`src/include/resizer_pkg.sv`:
```
package resizer_pkg;

    localparam int ADDR_W = 12;
    localparam int DATA_W = 32;
    localparam int STRB_W = 4;

    ////////////////////////////////////////////////////////////////////
    // register byte offsets
    localparam logic [11:0] OFF_IDENT = 12'hC00;
    localparam logic [11:0] OFF_RUN = 12'hC04;
    localparam logic [11:0] OFF_CFG = 12'hC08;

    ////////////////////////////////////////////////////////////////////
    // identification word layout
    localparam int TID_LSB = 16;
    localparam int CID_LSB = 8;
    localparam int REV_LSB = 0;

    // run control layout
    localparam int RUN_ENABLE_BIT = 0;
    localparam int RUN_BUSY_BIT = 1;

    // configuration layout
    localparam int CBIL_BIT = 29;
    localparam int SRC_BIT = 28;
    localparam int FMT_BIT = 27;
    localparam int ORDER_BIT = 26;
    localparam int VPH_LSB = 23;
    localparam int HPH_LSB = 20;
    localparam int VSC_LSB = 10;
    localparam int HSC_LSB = 0;
    localparam int PHASE_W = 3;
    localparam int SCALE_W = 10;
    localparam logic [9:0] SCALE_RESET = 10'h0FF;
    localparam logic [31:0] CFG_WRITE_MASK = 32'h3FFF_FFFF;
    localparam logic [31:0] CFG_RESET =
        ({22'h0, SCALE_RESET} << VSC_LSB) | ({22'h0, SCALE_RESET} << HSC_LSB);

    ////////////////////////////////////////////////////////////////////
    localparam logic [1:0] RESP_OKAY = 2'h0;
    localparam logic [1:0] RESP_SLVERR = 2'h2;

    typedef enum logic
    {
        SEQ_IDLE = 1'h0,
        SEQ_RUN = 1'h1
    } seq_state_e;

endpackage

```
`src/include/reg_access_if.sv`:
```
`timescale 1ns/100ps
interface reg_access_if;
    logic wr_en;
    logic [11:0] wr_addr;
    logic [31:0] wr_data;
    logic [3:0] wr_strb;
    logic wr_err;
    logic rd_en;
    logic [11:0] rd_addr;
    logic [31:0] rd_data;
    logic rd_err;

    modport bus
    (
        output wr_en, wr_addr, wr_data, wr_strb, rd_en, rd_addr,
        input wr_err, rd_data, rd_err
    );
    modport regs
    (
        input wr_en, wr_addr, wr_data, wr_strb, rd_en, rd_addr,
        output wr_err, rd_data, rd_err
    );
endinterface

```
`src/rtl/axi_lite_slave.sv`:
```
`timescale 1ns/100ps
module axi_lite_slave
(
    input wire logic ref_clk,
    input wire logic reset_n,
    input wire logic [11:0] s_axi_awaddr,
    input wire logic s_axi_awvalid,
    output logic s_axi_awready,
    input wire logic [31:0] s_axi_wdata,
    input wire logic [3:0] s_axi_wstrb,
    input wire logic s_axi_wvalid,
    output logic s_axi_wready,
    output logic [1:0] s_axi_bresp,
    output logic s_axi_bvalid,
    input wire logic s_axi_bready,
    input wire logic [11:0] s_axi_araddr,
    input wire logic s_axi_arvalid,
    output logic s_axi_arready,
    output logic [31:0] s_axi_rdata,
    output logic [1:0] s_axi_rresp,
    output logic s_axi_rvalid,
    input wire logic s_axi_rready,
    reg_access_if.bus acc
);
    logic aw_full, next_aw_full;
    logic w_full, next_w_full;
    logic [11:0] aw_addr, next_aw_addr;
    logic [31:0] w_data, next_w_data;
    logic [3:0] w_strb, next_w_strb;
    logic bvalid, next_bvalid;
    logic [1:0] bresp, next_bresp;
    logic rvalid, next_rvalid;
    logic [31:0] rdata, next_rdata;
    logic [1:0] rresp, next_rresp;
    logic do_write;

    assign s_axi_awready = !aw_full;
    assign s_axi_wready = !w_full;
    assign s_axi_arready = !rvalid;
    assign s_axi_bvalid = bvalid;
    assign s_axi_bresp = bresp;
    assign s_axi_rvalid = rvalid;
    assign s_axi_rdata = rdata;
    assign s_axi_rresp = rresp;

    // write fires once address and data are both held
    assign do_write = aw_full && w_full && !bvalid;
    assign acc.wr_en = do_write;
    assign acc.wr_addr = aw_addr;
    assign acc.wr_data = w_data;
    assign acc.wr_strb = w_strb;
    assign acc.rd_en = s_axi_arvalid && !rvalid;
    assign acc.rd_addr = s_axi_araddr;

    ////////////////////////////////////////////////////////////////////
    always_comb
    begin
        next_aw_full = aw_full;
        next_aw_addr = aw_addr;
        next_w_full = w_full;
        next_w_data = w_data;
        next_w_strb = w_strb;
        next_bvalid = bvalid;
        next_bresp = bresp;
        next_rvalid = rvalid;
        next_rdata = rdata;
        next_rresp = rresp;
        if (s_axi_awvalid && !aw_full)
        begin
            next_aw_full = 1'h1;
            next_aw_addr = s_axi_awaddr;
        end
        if (s_axi_wvalid && !w_full)
        begin
            next_w_full = 1'h1;
            next_w_data = s_axi_wdata;
            next_w_strb = s_axi_wstrb;
        end
        if (do_write)
        begin
            next_aw_full = 1'h0;
            next_w_full = 1'h0;
            next_bvalid = 1'h1;
            next_bresp = acc.wr_err ? resizer_pkg::RESP_SLVERR
                                    : resizer_pkg::RESP_OKAY;
        end
        else if (bvalid && s_axi_bready)
        begin
            next_bvalid = 1'h0;
        end
        if (acc.rd_en)
        begin
            next_rvalid = 1'h1;
            next_rdata = acc.rd_data;
            next_rresp = acc.rd_err ? resizer_pkg::RESP_SLVERR
                                    : resizer_pkg::RESP_OKAY;
        end
        else if (rvalid && s_axi_rready)
        begin
            next_rvalid = 1'h0;
        end
    end

    always_ff @(posedge ref_clk or negedge reset_n)
    begin
        if (!reset_n)
        begin
            aw_full <= 1'h0;
            aw_addr <= 12'h000;
            w_full <= 1'h0;
            w_data <= 32'h0000_0000;
            w_strb <= 4'h0;
            bvalid <= 1'h0;
            bresp <= 2'h0;
            rvalid <= 1'h0;
            rdata <= 32'h0000_0000;
            rresp <= 2'h0;
        end
        else
        begin
            aw_full <= next_aw_full;
            aw_addr <= next_aw_addr;
            w_full <= next_w_full;
            w_data <= next_w_data;
            w_strb <= next_w_strb;
            bvalid <= next_bvalid;
            bresp <= next_bresp;
            rvalid <= next_rvalid;
            rdata <= next_rdata;
            rresp <= next_rresp;
        end
    end
endmodule

```
`src/rtl/frame_sequencer.sv`:
```
`timescale 1ns/100ps
module frame_sequencer
(
    input wire logic ref_clk,
    input wire logic reset_n,
    input wire logic enable,
    input wire logic frame_done,
    output logic launch,
    output logic busy,
    output logic frame_start
);
    resizer_pkg::seq_state_e state, next_state;
    logic next_frame_start;

    assign busy = (state == resizer_pkg::SEQ_RUN);
    // one frame per enable, next one only after the current ends
    assign launch = (state == resizer_pkg::SEQ_IDLE) && enable;
    assign next_frame_start = launch;

    always_comb
    begin
        case (state)
            resizer_pkg::SEQ_IDLE:
                next_state = launch ? resizer_pkg::SEQ_RUN
                                    : resizer_pkg::SEQ_IDLE;
            resizer_pkg::SEQ_RUN:
                next_state = frame_done ? resizer_pkg::SEQ_IDLE
                                        : resizer_pkg::SEQ_RUN;
            default:
                next_state = resizer_pkg::SEQ_IDLE;
        endcase
    end

    always_ff @(posedge ref_clk or negedge reset_n)
    begin
        if (!reset_n)
        begin
            state <= resizer_pkg::SEQ_IDLE;
            frame_start <= 1'h0;
        end
        else
        begin
            state <= next_state;
            frame_start <= next_frame_start;
        end
    end
endmodule

```
`src/rtl/resizer_control_regs.sv`:
```
// The implementer's own choices: register access over AXI4-Lite and the placing of the registers.
`timescale 1ns/100ps
// Contract
// - identification word: type, class, revision bytes; top byte reads zero
// - busy bit 1 of run control reads 1 while a frame is processed
// - one frame at a time; each enable starts exactly one frame
// - hardware clears enable at the edge where busy becomes 1
// - enable may be written while busy, arming the next frame
// - bit 29 picks chroma method: 0 like luma, 1 bilinear
// - bit 27 picks format: 0 interleaved 4:2:2, 1 separate planes
// - bit 26 picks byte order: 0 luma first, 1 chroma first
// - bits 25:23 hold vertical start phase, any value 0 to 7
// - bits 22:20 hold horizontal start phase, any value 0 to 7
// - bits 19:10 hold vertical scale setting, ratio 256 over setting
// - bits 9:0 hold horizontal scale setting, ratio 256 over setting
// - after reset both scale fields are 255, other fields zero
module resizer_control_regs
#(
    // arbitrary neutral identification values
    parameter logic [7:0] PERIPHERAL_TYPE_ID = 8'hA5,
    parameter logic [7:0] CLASS_TYPE_ID = 8'h3C,
    parameter logic [7:0] REVISION_ID = 8'h01
)
(
    input wire logic ref_clk,
    input wire logic reset_n,
    input wire logic [11:0] s_axi_awaddr,
    input wire logic s_axi_awvalid,
    output logic s_axi_awready,
    input wire logic [31:0] s_axi_wdata,
    input wire logic [3:0] s_axi_wstrb,
    input wire logic s_axi_wvalid,
    output logic s_axi_wready,
    output logic [1:0] s_axi_bresp,
    output logic s_axi_bvalid,
    input wire logic s_axi_bready,
    input wire logic [11:0] s_axi_araddr,
    input wire logic s_axi_arvalid,
    output logic s_axi_arready,
    output logic [31:0] s_axi_rdata,
    output logic [1:0] s_axi_rresp,
    output logic s_axi_rvalid,
    input wire logic s_axi_rready,
    input wire logic frame_done,
    output logic frame_start,
    output logic resizer_busy,
    output logic chroma_bilinear_select,
    output logic input_source_select,
    output logic input_format_select,
    output logic luma_chroma_order,
    output logic [2:0] vertical_start_phase,
    output logic [2:0] horizontal_start_phase,
    output logic [9:0] vertical_scale_setting,
    output logic [9:0] horizontal_scale_setting
);
    reg_access_if acc();

    logic enable, next_enable;
    logic [31:0] resize_configuration, next_resize_configuration;
    logic [31:0] active_configuration, next_active_configuration;
    logic launch;
    logic busy;
    logic sw_enable_write;
    logic [31:0] resizer_identification;
    logic [31:0] resizer_run_control;
    logic [31:0] merged_run;
    logic [31:0] read_word;
    logic [2:0] wr_sel;
    logic [2:0] rd_sel;

    ////////////////////////////////////////////////////////////////////
    // helpers

    // one-hot hit: bit 0 identification, bit 1 run control, bit 2 config
    function automatic logic [2:0] reg_select(input logic [11:0] addr);
        logic [2:0] hit;
        case (addr)
            resizer_pkg::OFF_IDENT:
                hit = 3'h1;
            resizer_pkg::OFF_RUN:
                hit = 3'h2;
            resizer_pkg::OFF_CFG:
                hit = 3'h4;
            default:
                hit = 3'h0;
        endcase
        reg_select = hit;
    endfunction

    function automatic logic is_mapped(input logic [11:0] addr);
        is_mapped = |reg_select(addr);
    endfunction

    function automatic logic [31:0] apply_strobe
    (
        input logic [31:0] old_word,
        input logic [31:0] new_word,
        input logic [3:0] strb
    );
        logic [31:0] result;
        result = old_word;
        for (int i = 0; i < resizer_pkg::STRB_W; i++)
        begin
            if (strb[i])
            begin
                result[i*8 +: 8] = new_word[i*8 +: 8];
            end
        end
        apply_strobe = result;
    endfunction

    ////////////////////////////////////////////////////////////////////
    // bus slave and frame sequencing

    axi_lite_slave u_axi_lite_slave
    (
        .ref_clk(ref_clk),
        .reset_n(reset_n),
        .s_axi_awaddr(s_axi_awaddr),
        .s_axi_awvalid(s_axi_awvalid),
        .s_axi_awready(s_axi_awready),
        .s_axi_wdata(s_axi_wdata),
        .s_axi_wstrb(s_axi_wstrb),
        .s_axi_wvalid(s_axi_wvalid),
        .s_axi_wready(s_axi_wready),
        .s_axi_bresp(s_axi_bresp),
        .s_axi_bvalid(s_axi_bvalid),
        .s_axi_bready(s_axi_bready),
        .s_axi_araddr(s_axi_araddr),
        .s_axi_arvalid(s_axi_arvalid),
        .s_axi_arready(s_axi_arready),
        .s_axi_rdata(s_axi_rdata),
        .s_axi_rresp(s_axi_rresp),
        .s_axi_rvalid(s_axi_rvalid),
        .s_axi_rready(s_axi_rready),
        .acc(acc.bus)
    );

    frame_sequencer u_frame_sequencer
    (
        .ref_clk(ref_clk),
        .reset_n(reset_n),
        .enable(enable),
        .frame_done(frame_done),
        .launch(launch),
        .busy(busy),
        .frame_start(frame_start)
    );

    ////////////////////////////////////////////////////////////////////
    // read-back words: identification and run control status

    always_comb
    begin
        resizer_identification = 32'h0000_0000;
        resizer_identification[resizer_pkg::TID_LSB +: 8] =
            PERIPHERAL_TYPE_ID;
        resizer_identification[resizer_pkg::CID_LSB +: 8] = CLASS_TYPE_ID;
        resizer_identification[resizer_pkg::REV_LSB +: 8] = REVISION_ID;
    end

    always_comb
    begin
        resizer_run_control = 32'h0000_0000;
        resizer_run_control[resizer_pkg::RUN_ENABLE_BIT] = enable;
        resizer_run_control[resizer_pkg::RUN_BUSY_BIT] = busy;
    end

    ////////////////////////////////////////////////////////////////////
    // write decode

    assign wr_sel = reg_select(acc.wr_addr);
    assign acc.wr_err = !is_mapped(acc.wr_addr);
    assign merged_run = apply_strobe(resizer_run_control, acc.wr_data,
                                     acc.wr_strb);
    // accepted whether busy or idle, so the next frame can be armed
    assign sw_enable_write = acc.wr_en
        && wr_sel[1]
        && acc.wr_strb[resizer_pkg::RUN_ENABLE_BIT / 8];

    always_comb
    begin
        next_enable = enable;
        if (launch)
        begin
            // cleared as busy rises
            next_enable = 1'h0;
        end
        if (sw_enable_write)
        begin
            // a software write in the launch cycle wins over the clear
            next_enable = merged_run[resizer_pkg::RUN_ENABLE_BIT];
        end
    end

    always_comb
    begin
        next_resize_configuration = resize_configuration;
        if (acc.wr_en && wr_sel[2])
        begin
            // every field takes any value; reserved bits stay zero
            next_resize_configuration =
                apply_strobe(resize_configuration, acc.wr_data, acc.wr_strb)
                & resizer_pkg::CFG_WRITE_MASK;
        end
    end

    // settings are frozen for the frame at its launch
    always_comb
    begin
        next_active_configuration = active_configuration;
        if (launch)
        begin
            next_active_configuration = resize_configuration;
        end
    end

    always_ff @(posedge ref_clk or negedge reset_n)
    begin
        if (!reset_n)
        begin
            enable <= 1'h0;
            resize_configuration <= resizer_pkg::CFG_RESET;
            active_configuration <= resizer_pkg::CFG_RESET;
        end
        else
        begin
            enable <= next_enable;
            resize_configuration <= next_resize_configuration;
            active_configuration <= next_active_configuration;
        end
    end

    ////////////////////////////////////////////////////////////////////
    // read decode

    assign rd_sel = reg_select(acc.rd_addr);

    // unmapped addresses read as zero
    always_comb
    begin
        read_word = 32'h0000_0000;
        if (rd_sel[0])
        begin
            read_word = resizer_identification;
        end
        if (rd_sel[1])
        begin
            read_word = resizer_run_control;
        end
        if (rd_sel[2])
        begin
            read_word = resize_configuration;
        end
    end

    assign acc.rd_data = read_word;
    assign acc.rd_err = !is_mapped(acc.rd_addr);

    ////////////////////////////////////////////////////////////////////
    // settings of the running frame

    assign resizer_busy = busy;
    assign chroma_bilinear_select =
        active_configuration[resizer_pkg::CBIL_BIT];
    assign input_source_select =
        active_configuration[resizer_pkg::SRC_BIT];
    assign input_format_select =
        active_configuration[resizer_pkg::FMT_BIT];
    assign luma_chroma_order =
        active_configuration[resizer_pkg::ORDER_BIT];
    assign vertical_start_phase =
        active_configuration[resizer_pkg::VPH_LSB +: 3];
    assign horizontal_start_phase =
        active_configuration[resizer_pkg::HPH_LSB +: 3];
    assign vertical_scale_setting =
        active_configuration[resizer_pkg::VSC_LSB +: 10];
    assign horizontal_scale_setting =
        active_configuration[resizer_pkg::HSC_LSB +: 10];

endmodule

```
`config.mk`:
```
export PLATFORM = sky130hd
export DESIGN_NAME = resizer_control_regs
export DESIGN_NICKNAME = d
export VERILOG_FILES = /design/src/include/resizer_pkg.sv /design/src/include/reg_access_if.sv /design/src/rtl/axi_lite_slave.sv /design/src/rtl/frame_sequencer.sv /design/src/rtl/resizer_control_regs.sv
export SDC_FILE = /design/constraint.sdc
export NUM_CORES = 1
export LEC_CHECK = 0
export ABC_AREA = 1
export BUFFER_PORTS_ARGS = -buffer_cell sky130_fd_sc_hd__buf_2
export CAP_MARGIN = 20
export CELL_PAD_IN_SITES_DETAIL_PLACEMENT = 1
export CELL_PAD_IN_SITES_GLOBAL_PLACEMENT = 1
export CORE_MARGIN = 2
export CORE_UTILIZATION = 25
export CTS_CLUSTER_DIAMETER = 80
export DETAILED_ROUTE_END_ITERATION = 16
export PLACE_DENSITY = 0.62
export RECOVER_POWER = 50
export SYNTH_ARGS = -nofsm -noshare
export SYNTH_HDL_FRONTEND = slang
export SYNTH_SLANG_ARGS = --single-unit
```
`constraint.sdc`:
```
create_clock -name ref_clk -period 2.1 [get_ports ref_clk]
set_clock_uncertainty 0.1 [all_clocks]
set_input_delay 0.63 -clock ref_clk [delete_from_list [all_inputs] [get_ports ref_clk]]
set_output_delay 0.63 -clock ref_clk [all_outputs]
set_load 0.02 [all_outputs]
```
# Yosys cells after proc, flatten, opt, wreduce, memory -nomap -nowiden

Cells that the tools add are included.

Register bits: 149

Eq/ne operators: 7
Mux-type cells: 21
Bitwise logic cells: 1
Reduce and logical (&&, ||, !) cells: 27

Operators with widths:

| cell                                                            | count |
|---|---|
| 12-bit == test, second input constant                           | 6 |
| 24-bit two-way mux                                              | 2 |
| 32-bit two-way mux                                              | 1 |
| 3-bit case mux with 3 select lines                              | 2 |
| 1-bit two-way mux                                               | 13 |
| 1-bit logical AND                                               | 11 |
| 2-bit AND reduction                                             | 5 |
| 2-bit nonzero test                                              | 5 |
| 3-bit OR reduction                                              | 2 |
| 1-bit logical NOT                                               | 4 |
| 2-bit two-way mux                                               | 2 |
| 2-bit by 1-bit != test with 1-bit output, second input constant | 1 |
| 1-bit case mux with 2 select lines                              | 1 |
| 1-bit NOT                                                       | 1 |

# Logic depth before layout (Yosys ltp)

Gate-level depths: netlist (run 1).

Depth in word-level cells: 6
Gate-level depth with buffers: 8

# By module

Synthesis (run 1) repeated with hierarchy kept, for this count alone.

Cell total of the unflattened synthesis: 737
Area, all modules: 6453.7 µm²

By module, submodules not included:

| module               | times used | cells each | area an instance (µm²) | seq. area each (µm²) |
|---|---|---|---|---|
| axi_lite_slave       | 1          | 383        | 3530.9                 | 2152.1 |
| resizer_control_regs | 1          | 346        | 2845.2                 | 1566.5 |
| frame_sequencer      | 1          | 8          | 77.6                   | 50.0 |

# Least setup slack after synthesis (run 1)

No wires, ideal clock.

Path kind: input port to flip-flop
Start: input s_axi_araddr[1]
End: register u_axi_lite_slave.rdata[10], in the netlist u_axi_lite_slave.s_axi_rdata[10]
Arrival time: 1.357 ns
Path slack: 0.577 ns
Stages: 7
Buffers on the path: 0
Cells stage by stage: nor2_1 -> nand2_1 -> nor2_1 -> nand3b_1 -> nand2_1 -> nand2_1 -> nand2_1

Word-level cells in the longest chain between the ends: 5
Elaborated cells between the ends (all ways): 7
Classes of those cells: eq/ne (3); mux (4)

RTL lines:

| item                                   | RTL line                    | RTL |
|---|---|---|
| from (decl)                            | resizer_control_regs.sv:37  | `input wire logic [11:0] s_axi_araddr,` |
| 12-bit == test                         | resizer_control_regs.sv:77  | `case (addr)` |
| 3-bit case mux with 3 select lines (*) | resizer_control_regs.sv:77  |  |
| 24-bit two-way mux                     | resizer_control_regs.sv:243 | `if (rd_sel[0])` |
| 24-bit two-way mux                     | resizer_control_regs.sv:247 | `if (rd_sel[1])` |
| 32-bit two-way mux (*)                 | resizer_control_regs.sv:251 | `if (rd_sel[2])` |
| to (signal assigned)                   | axi_lite_slave.sv:129       | `rdata <= next_rdata;` |
| to (decl)                              | axi_lite_slave.sv:33        | `logic [31:0] rdata, next_rdata;` |

Every way passes the cells marked *; elsewhere a longest branch is shown, timed or not.
A chain may end at the register's enable or synchronous reset.

# Final worst setup path (run 1)

Start: register active_configuration[13]
End: output vertical_scale_setting[3]

RTL lines:

| item                   | RTL line                    | RTL |
|---|---|---|
| from (decl)            | resizer_control_regs.sv:60  | `logic [31:0] active_configuration, next_active_configuration;` |
| from (signal assigned) | resizer_control_regs.sv:224 | `active_configuration <= resizer_pkg::CFG_RESET;` |
| from (signal assigned) | resizer_control_regs.sv:230 | `active_configuration <= next_active_configuration;` |
| to (decl)              | resizer_control_regs.sv:53  | `output logic [9:0] vertical_scale_setting,` |

No word-level cell between the ends.

==> results of run 1 <==
[per-layer routing]
layer | wire [µm] | vias up | part of all wire [%]
li1 | - | 2306 | -
met1 | 7610 | 2283 | 46
met2 | 8040 | 97 | 48
met3 | 731 | 16 | 4.4
met4 | 238 | 2 | 1.4
met5 | 9 | - | 0.054
[kinds of logic (layout without fill, tap and decap cells)]
group,after synthesis,count (layout)
other,1,5
muxes,27,27
and+or+nand+nor,329,329
buffers and inverters,86,240
AOI/OAI and AO/OA,56,56
DFF,145,145
[registers in the layout, indices dropped and copies added (netlist names), 4 cells and up]
name	count
u_axi_lite_slave.s_axi_rdata	30
active_configuration	30
resize_configuration	30
u_axi_lite_slave.acc.wr_strb	4
u_axi_lite_slave.acc.wr_addr	12
u_axi_lite_slave.acc.wr_data	30
[final cells by class]
cell class	instances	area, µm²	area share [%]
clock inverters	14	188	2.43
flip-flops and latches	145	3670	47.5
well taps	319	399	5.17
repair buffers	155	851	11.0
inverters	53	199	2.57
clock buffers	18	439	5.68
diodes	1	2.50	0.0324
multi-input cells	416	1980	25.6
[power breakdown]
part	internal (mW)	switching [mW]
Clock	2.02	1.24
Combinational	0.526	0.736
Sequential	3.27	0.263
Total	5.81	2.24
[placed cells by master (no fill, tap or decap), drive strengths merged, types with 4 or more instances in the layout]
| master | Yosys | final |
|---|---|---|
| nand3 | 38 | 38 |
| nand2 | 238 | 238 |
| nand4 | 12 | 12 |
| mux2 | 27 | 27 |
| dfrtp | 113 | 113 |
| inv | 53 | 54 |
| clkinvlp | 0 | 4 |
| clkbuf | 7 | 23 |
| conb | 1 | 4 |
| a21oi | 21 | 21 |
| buf | 26 | 149 |
| bufinv | 0 | 4 |
| o21ai | 35 | 35 |
| nor2 | 40 | 40 |
| dfstp | 32 | 32 |
| clkinv | 0 | 5 |
[worst max path at each step]
| stage | to | cells past startpoint | slack (ps) |
|---|---|---|---|
| finish | vertical_scale_setting[3] | 1 | 240 |
| global route | u_axi_lite_slave.s_axi_rdata[25] | 3 | 130 |
| CTS | vertical_scale_setting[5] | 1 | 210 |
| detailed placement | u_axi_lite_slave.s_axi_rdata[18] | 8 | 120 |
| global placement | u_axi_lite_slave.s_axi_rdata[23] | 8 | 170 |
| floorplan | u_axi_lite_slave.s_axi_rdata[10] | 7 | 580 |
==> results.md, run 1 <==
- Die Footprint: 25400 µm²
- CP endpoint kind: primary output
- Crit share post-route: about nine tenths
- MaxCap Viol Count: 0
- IO Pins: between 100 and 150
- Post-synth top area share: 46.8%
- 1st-pass router iterations: 4
- Cts repair resizes: 0
- Drt first-iter violations: about 160
- Yosys reg bits: around 150
- Setup slack after placement: ~120 ps
- Simple-gate share of the synthesized area: between 20% and 30%
- Port Buffers: roughly 130
- Critical path startpoint: active_configuration[13]
- Commonest cells in the netlist: 237 x nand2_1, 113 x dfrtp_1, 49 x inv_1
- Layout fillers: between 2000 and 3000
- Die H: ~160 µm
- CP max stage cell: dfstp_2
- DIE WIDTH: 159 µm
- Core Area: about 24000 µm²
- Worst-path clk slew: ~60 ps
- Clock Path Buffers: 2
- Final Util: roughly 33%
- Final hold viol count: 0
- Pwr Total: between 8 and 9 mW
- Crit path launch type: flip-flop
- Setup TNS: 0 ps
- Maximum clock rate: 537 MHz
- Peak VDD IR: between 0.4 and 0.5 mV
- Crit-path cells: buf_2
- Post-detail-place hpwl: 12.0 mm
- Hold slack: 300 ps
- Setup Fix Bufs, Post-CTS: 0
- RR Startpoint: u_axi_lite_slave.s_axi_bvalid
- Non-Filler Instances: ~1100
- Vias in the first global route: approximately 5000
- Gate Count Post-Synth: 644
- Clock sink count: about 150
- Avg WL per Cell: about 15 µm
- # hold bufs at CTS: 1
- Worst Path Buf+Inv: 1
- Unrepaired setup endpoints after global routing: no
- Rows: 56
- Setup slack, reg-to-reg: between 300 and 400 ps
- CP max FO: 2
- Synth Area in Adders: 0%
- Synth top area cells: dfrtp_1 47%, nand2_1 15%, dfstp_2 14%
- Antenna-violating nets left: 0
- Initial Utilization: between 20% and 30%
- CP max stage delay: around 550 ps
- Syn_area_per_cell: 9.37 µm²
- Post-Syn Area: 6040 µm²
- Ys flop type: dfrtp_1
- Sequential area share after synthesis: about three fifths
- GRT met3 Usage: slightly above 3%
- Met1 usage: about 18%
- Clk_lat worst skew: between 400 and 500 ps
- Grt ovf: 0
- Largest net degree at the start of global routing: 54
- Status: completed
- Netlist cell types: 26
- Post-route minimum period: 1860 ps
- Pwr dens: around 1000 nW/µm²
- Synth area leader: dfrtp_1
- Cell leakage power: 4.06 nW
- Most common cell in the netlist: nand2_1
- Hold WC Path Type: in -> reg
- TritonCTS Buffers: 17
- P&R area growth vs syn: 28.0%
- Initial antenna violation count: 2
- R2R cell count: 6
- Post-synthesis mux area share: 5.04%
- Max Slew Vio Count: 0
- Share of layout cells above drive strength 1: roughly a third
- Hold Path Stages: 2
- TritonCTS clock tree: built
- Critical path class: reg -> out
- R2R Path End: resize_configuration[18]
- Final WL: 16.6 mm
- Final Cell Area: 7730 µm²
- DRC: 0
- Vias: 4704
- EDFF count, synth: 0
- Largest family of logic cells by synthesized area: simple AND/OR/NAND/NOR gates
- Xor/xnor share of the synthesized area: 0%
- # nets final: between 800 and 900
- Root Buffer: clkbuf_16
- Worst-Margin Slew: 744 ps
- Syn. warnings: 0
- Cells after DPL: 1087
- PnR worst setup slack: 238 ps
- Placed Instance Area: ~7100 µm²
- Setup violations, final: 0
- Gpl congestion: around 0.7
- Relative slew slack: between 50% and 60%
- Crit path max-delay family: flip-flops
- Fraction of registers with async set/reset: 100%
- Met2 global-route usage: between 20% and 30%
- Avg Vias per Cell: ~4.2
- Compound-gate portion of the synthesized area: under 10%
- GR Util All Layers: between 10% and 20%
- Number of H-tree levels: 4
- Min-delay src: s_axi_bready
- GRT Max-Usage Layer: met2
- First-pass GRT wire length: around 27 mm
- Worst Path Required: between 1000 and 1500 ps
- WP data arrival: roughly 1100 ps
- Worst hold endpoint: u_axi_lite_slave.s_axi_bvalid
(Power assumes the default switching activity.)
==> inputs of run 2 (changes only) <==
CORE_UTILIZATION = 40   (was 25)
PLACE_DENSITY = 0.87   (was 0.62)
SYNTH_HIERARCHICAL = 1   (was default)
==> run 2 against run 1 <==
Net effect: total power rose by 5.5%; maximum frequency down 0.35%; synthesized cell count is 13% higher; critical path depth is the same; critical path type unchanged; largest power group unchanged.
==> results.md, run 2 <==
- Multi-input logic area: 2150 µm² (was 1980 µm²)
- Setup violations, final: 0 (unchanged)
- MaxCap Viol Count: 0 (unchanged)
- Port Buffers: 136 (was 134)
- Switching fraction of total power: 28.9% (was 27.8%)
- Number of H-tree levels: 4 (unchanged)
- Clock Path Buffers: 2 (unchanged)
- Setup slack, reg-to-reg: 260 ps (was 390 ps)
- Final hold viol count: 0 (unchanged)
- Non-Filler Instances: 1081 (was 1121)
- Worst-Margin Slew: 1220 ps (was 744 ps)
- Clock sink count: 147 (was 145)
- DRC: 0 (unchanged)
- Logic gate share of total power: 16.1% (was 15.7%)
- Cells after DPL: 1049 (was 1087)
- Number of antenna diodes: 0 (was 1)
- P&R area growth vs syn: 22.4% (was 28.0%)
- Critical path startpoint: active_configuration[11] (was active_configuration[13])
- Post-detail-place hpwl: 11.8 mm (was 12.0 mm)
- Internal Power: 6.04 mW (was 5.81 mW)
- Hold WC Path Type: in -> reg (unchanged)
- Seq pwr share: 43.5% (was 43.9%)
- TritonCTS Buffers: 17 (unchanged)
- Antenna-violating nets left: 0 (unchanged)
- Worst Path Buf+Inv: 1 (unchanged)
- GR Util All Layers: 20.5% (was 13.7%)
- IO Pins: 141 (unchanged)
- Vias in the first global route: 5259 (was 4927)
- R2R Path End: resize_configuration[24] (was resize_configuration[18])
- Layout fillers: 1901 (was 2782)
- Clk_lat worst skew: 420 ps (about the same)
- WP data arrival: 1140 ps (was 1130 ps)
- Min-delay src: s_axi_bready (unchanged)
- Gpl congestion: 0.790 (was 0.702)
- Worst-path clk slew: 60 ps (about the same)
- Max Slew Vio Count: 0 (unchanged)
- Crit share post-route: 89.0% (was 88.7%)
- CP max FO: 2 (unchanged)
- R2R cell count: 8 (was 6)
- Max reg flops: 32
- Peak VDD IR: 0.689 mV (was 0.472 mV)
- Most frequent cells in the layout: 328 x nand2_1, 135 x buf_2, 115 x dfrtp_1 (was 238 x nand2_1, 133 x buf_2, 113 x dfrtp_1)
- RR Startpoint: u_axi_lite_slave/s_axi_bvalid (was u_axi_lite_slave.s_axi_bvalid)
- CP endpoint kind: primary output (unchanged)
- Worst Path Required: 1370 ps (about the same)
- Maximum clock rate: 535 MHz (was 537 MHz)
- Post-Syn Area: 6380 µm² (was 6040 µm²)
- # nets final: 920 (was 856)
- Syn_area_per_cell: 8.75 µm² (was 9.37 µm²)
- Worst setup path endpoint: vertical_scale_setting[1] (was vertical_scale_setting[3])
- Setup TNS: 0 ps (unchanged)
- First-pass GRT wire length: 26.7 mm (was 27.1 mm)
- Avg WL per Cell: 15.3 µm (was 14.8 µm)
- Relative slew slack: 18.6% (was 50.4%)
- Setup Fix Bufs, Post-CTS: 0 (unchanged)
- Most common cell after layout, fill and taps aside: nand2_1 (unchanged)
- Levels on crit path: 1 (unchanged)
- Hold slack: 287 ps (was 300 ps)
- Post-route minimum period: 1870 ps (was 1860 ps)
- Drt first-iter violations: 284 (was 159)
- CP max stage cell: dfstp_2 (unchanged)
- Root Buffer: clkbuf_16 (unchanged)
- Critical path class: reg -> out (unchanged)
- Grt ovf: 0 (unchanged)
- Share of layout cells above drive strength 1: 27.3% (was 32.0%)
- Initial antenna violation count: 0 (was 2)
- Pwr dens: 1090 nW/µm² (was 1040 nW/µm²)
- Clock power share: 40.4% (about the same)
- Cell leakage power: 4.23 nW (was 4.06 nW)
- Die H: 130 µm (was 159 µm)
- Final WL: 16.6 mm (about the same)
- Crit path max-delay family: flip-flops (unchanged)
- Status: completed (unchanged)
- Core Area: 15700 µm² (was 23600 µm²)
- Die Footprint: 17000 µm² (was 25400 µm²)
- Largest net degree at the start of global routing: 47 (was 54)
- CP max stage delay: 550 ps (about the same)
- TritonCTS clock tree: built (unchanged)
- Avg Vias per Cell: 4.80 (was 4.20)
- Initial Utilization: 40.6% (was 25.6%)
- Gate Count Post-Synth: 729 (was 644)
- FF+latch area: 3720 µm² (was 3670 µm²)
- Unrepaired setup endpoints after global routing: no (unchanged)
- Crit path launch type: flip-flop (unchanged)
- 1st-pass router iterations: 4 (unchanged)
- Rows: 46 (was 56)
- Sw Pwr: 2.46 mW (was 2.24 mW)
- # hold bufs at CTS: 0 (was 1)
- Vias: 5189 (was 4704)
- Syn. warnings: 6 (was 0)
- DIE WIDTH: 130 µm (was 159 µm)
- Crit-path cells: buf_2 (unchanged)
- Cts repair resizes: 0 (unchanged)
-- run 2: how the worst min path moves through the flow --
stage                                      endpoint  slack, ps  cells past startpoint
floorplan                  active_configuration[18]        230                      0
global placement           active_configuration[13]        350                      2
detailed placement         active_configuration[10]        360                      2
CTS                 u_axi_lite_slave/s_axi_rdata[2]         40                      1
global route          u_axi_lite_slave/s_axi_bvalid        290                      2
finish                u_axi_lite_slave/s_axi_bvalid        290                      2
-- run 2: layer usage --
layer	global-route usage [%]	vias to the layer above	wire length, µm
li1	-	2529	-
met1	25.5	2533	7240
met2	34.6	109	8320
met3	5.08	18	747
met4	7.59	0	276
met5	0	-	0
-- run 2: cell type report --
| type | count | area share (%) |
|---|---|---|
| Sequential cell | 147 | 47.6 |
| Tap cell | 216 | 3.46 |
| Inverter | 35 | 1.68 |
| Clock inverter | 10 | 2.60 |
| Timing Repair Buffer | 155 | 11.1 |
| Clock buffer | 22 | 5.95 |
| Multi-Input combinational cell | 496 | 27.6 |
-- run 2: power groups by stage --
| stage | clock network [mW] | registers, mW | logic, mW |
|---|---|---|---|
| floorplan | 0 | 3.62 | 1.07 |
| global placement | 0 | 3.70 | 1.28 |
| detailed placement | 0 | 3.73 | 1.36 |
| CTS | 3.50 | 3.70 | 1.39 |
| global route | 3.61 | 3.76 | 1.55 |
| finish | 3.43 | 3.70 | 1.36 |
-- run 2: stage by stage --
step                      cell area, µm²  setup slack [ps]  power (mW)  utilization (%)
after floorplan                     6390               411        4.69                -
after global placement              7160               295        4.98             45.5
after detailed placement            7160               255        5.10             45.5
after CTS                           7820               215        8.59             49.8
after global routing                7800              94.3        8.93             49.7
final                               7800               231        8.49             49.7
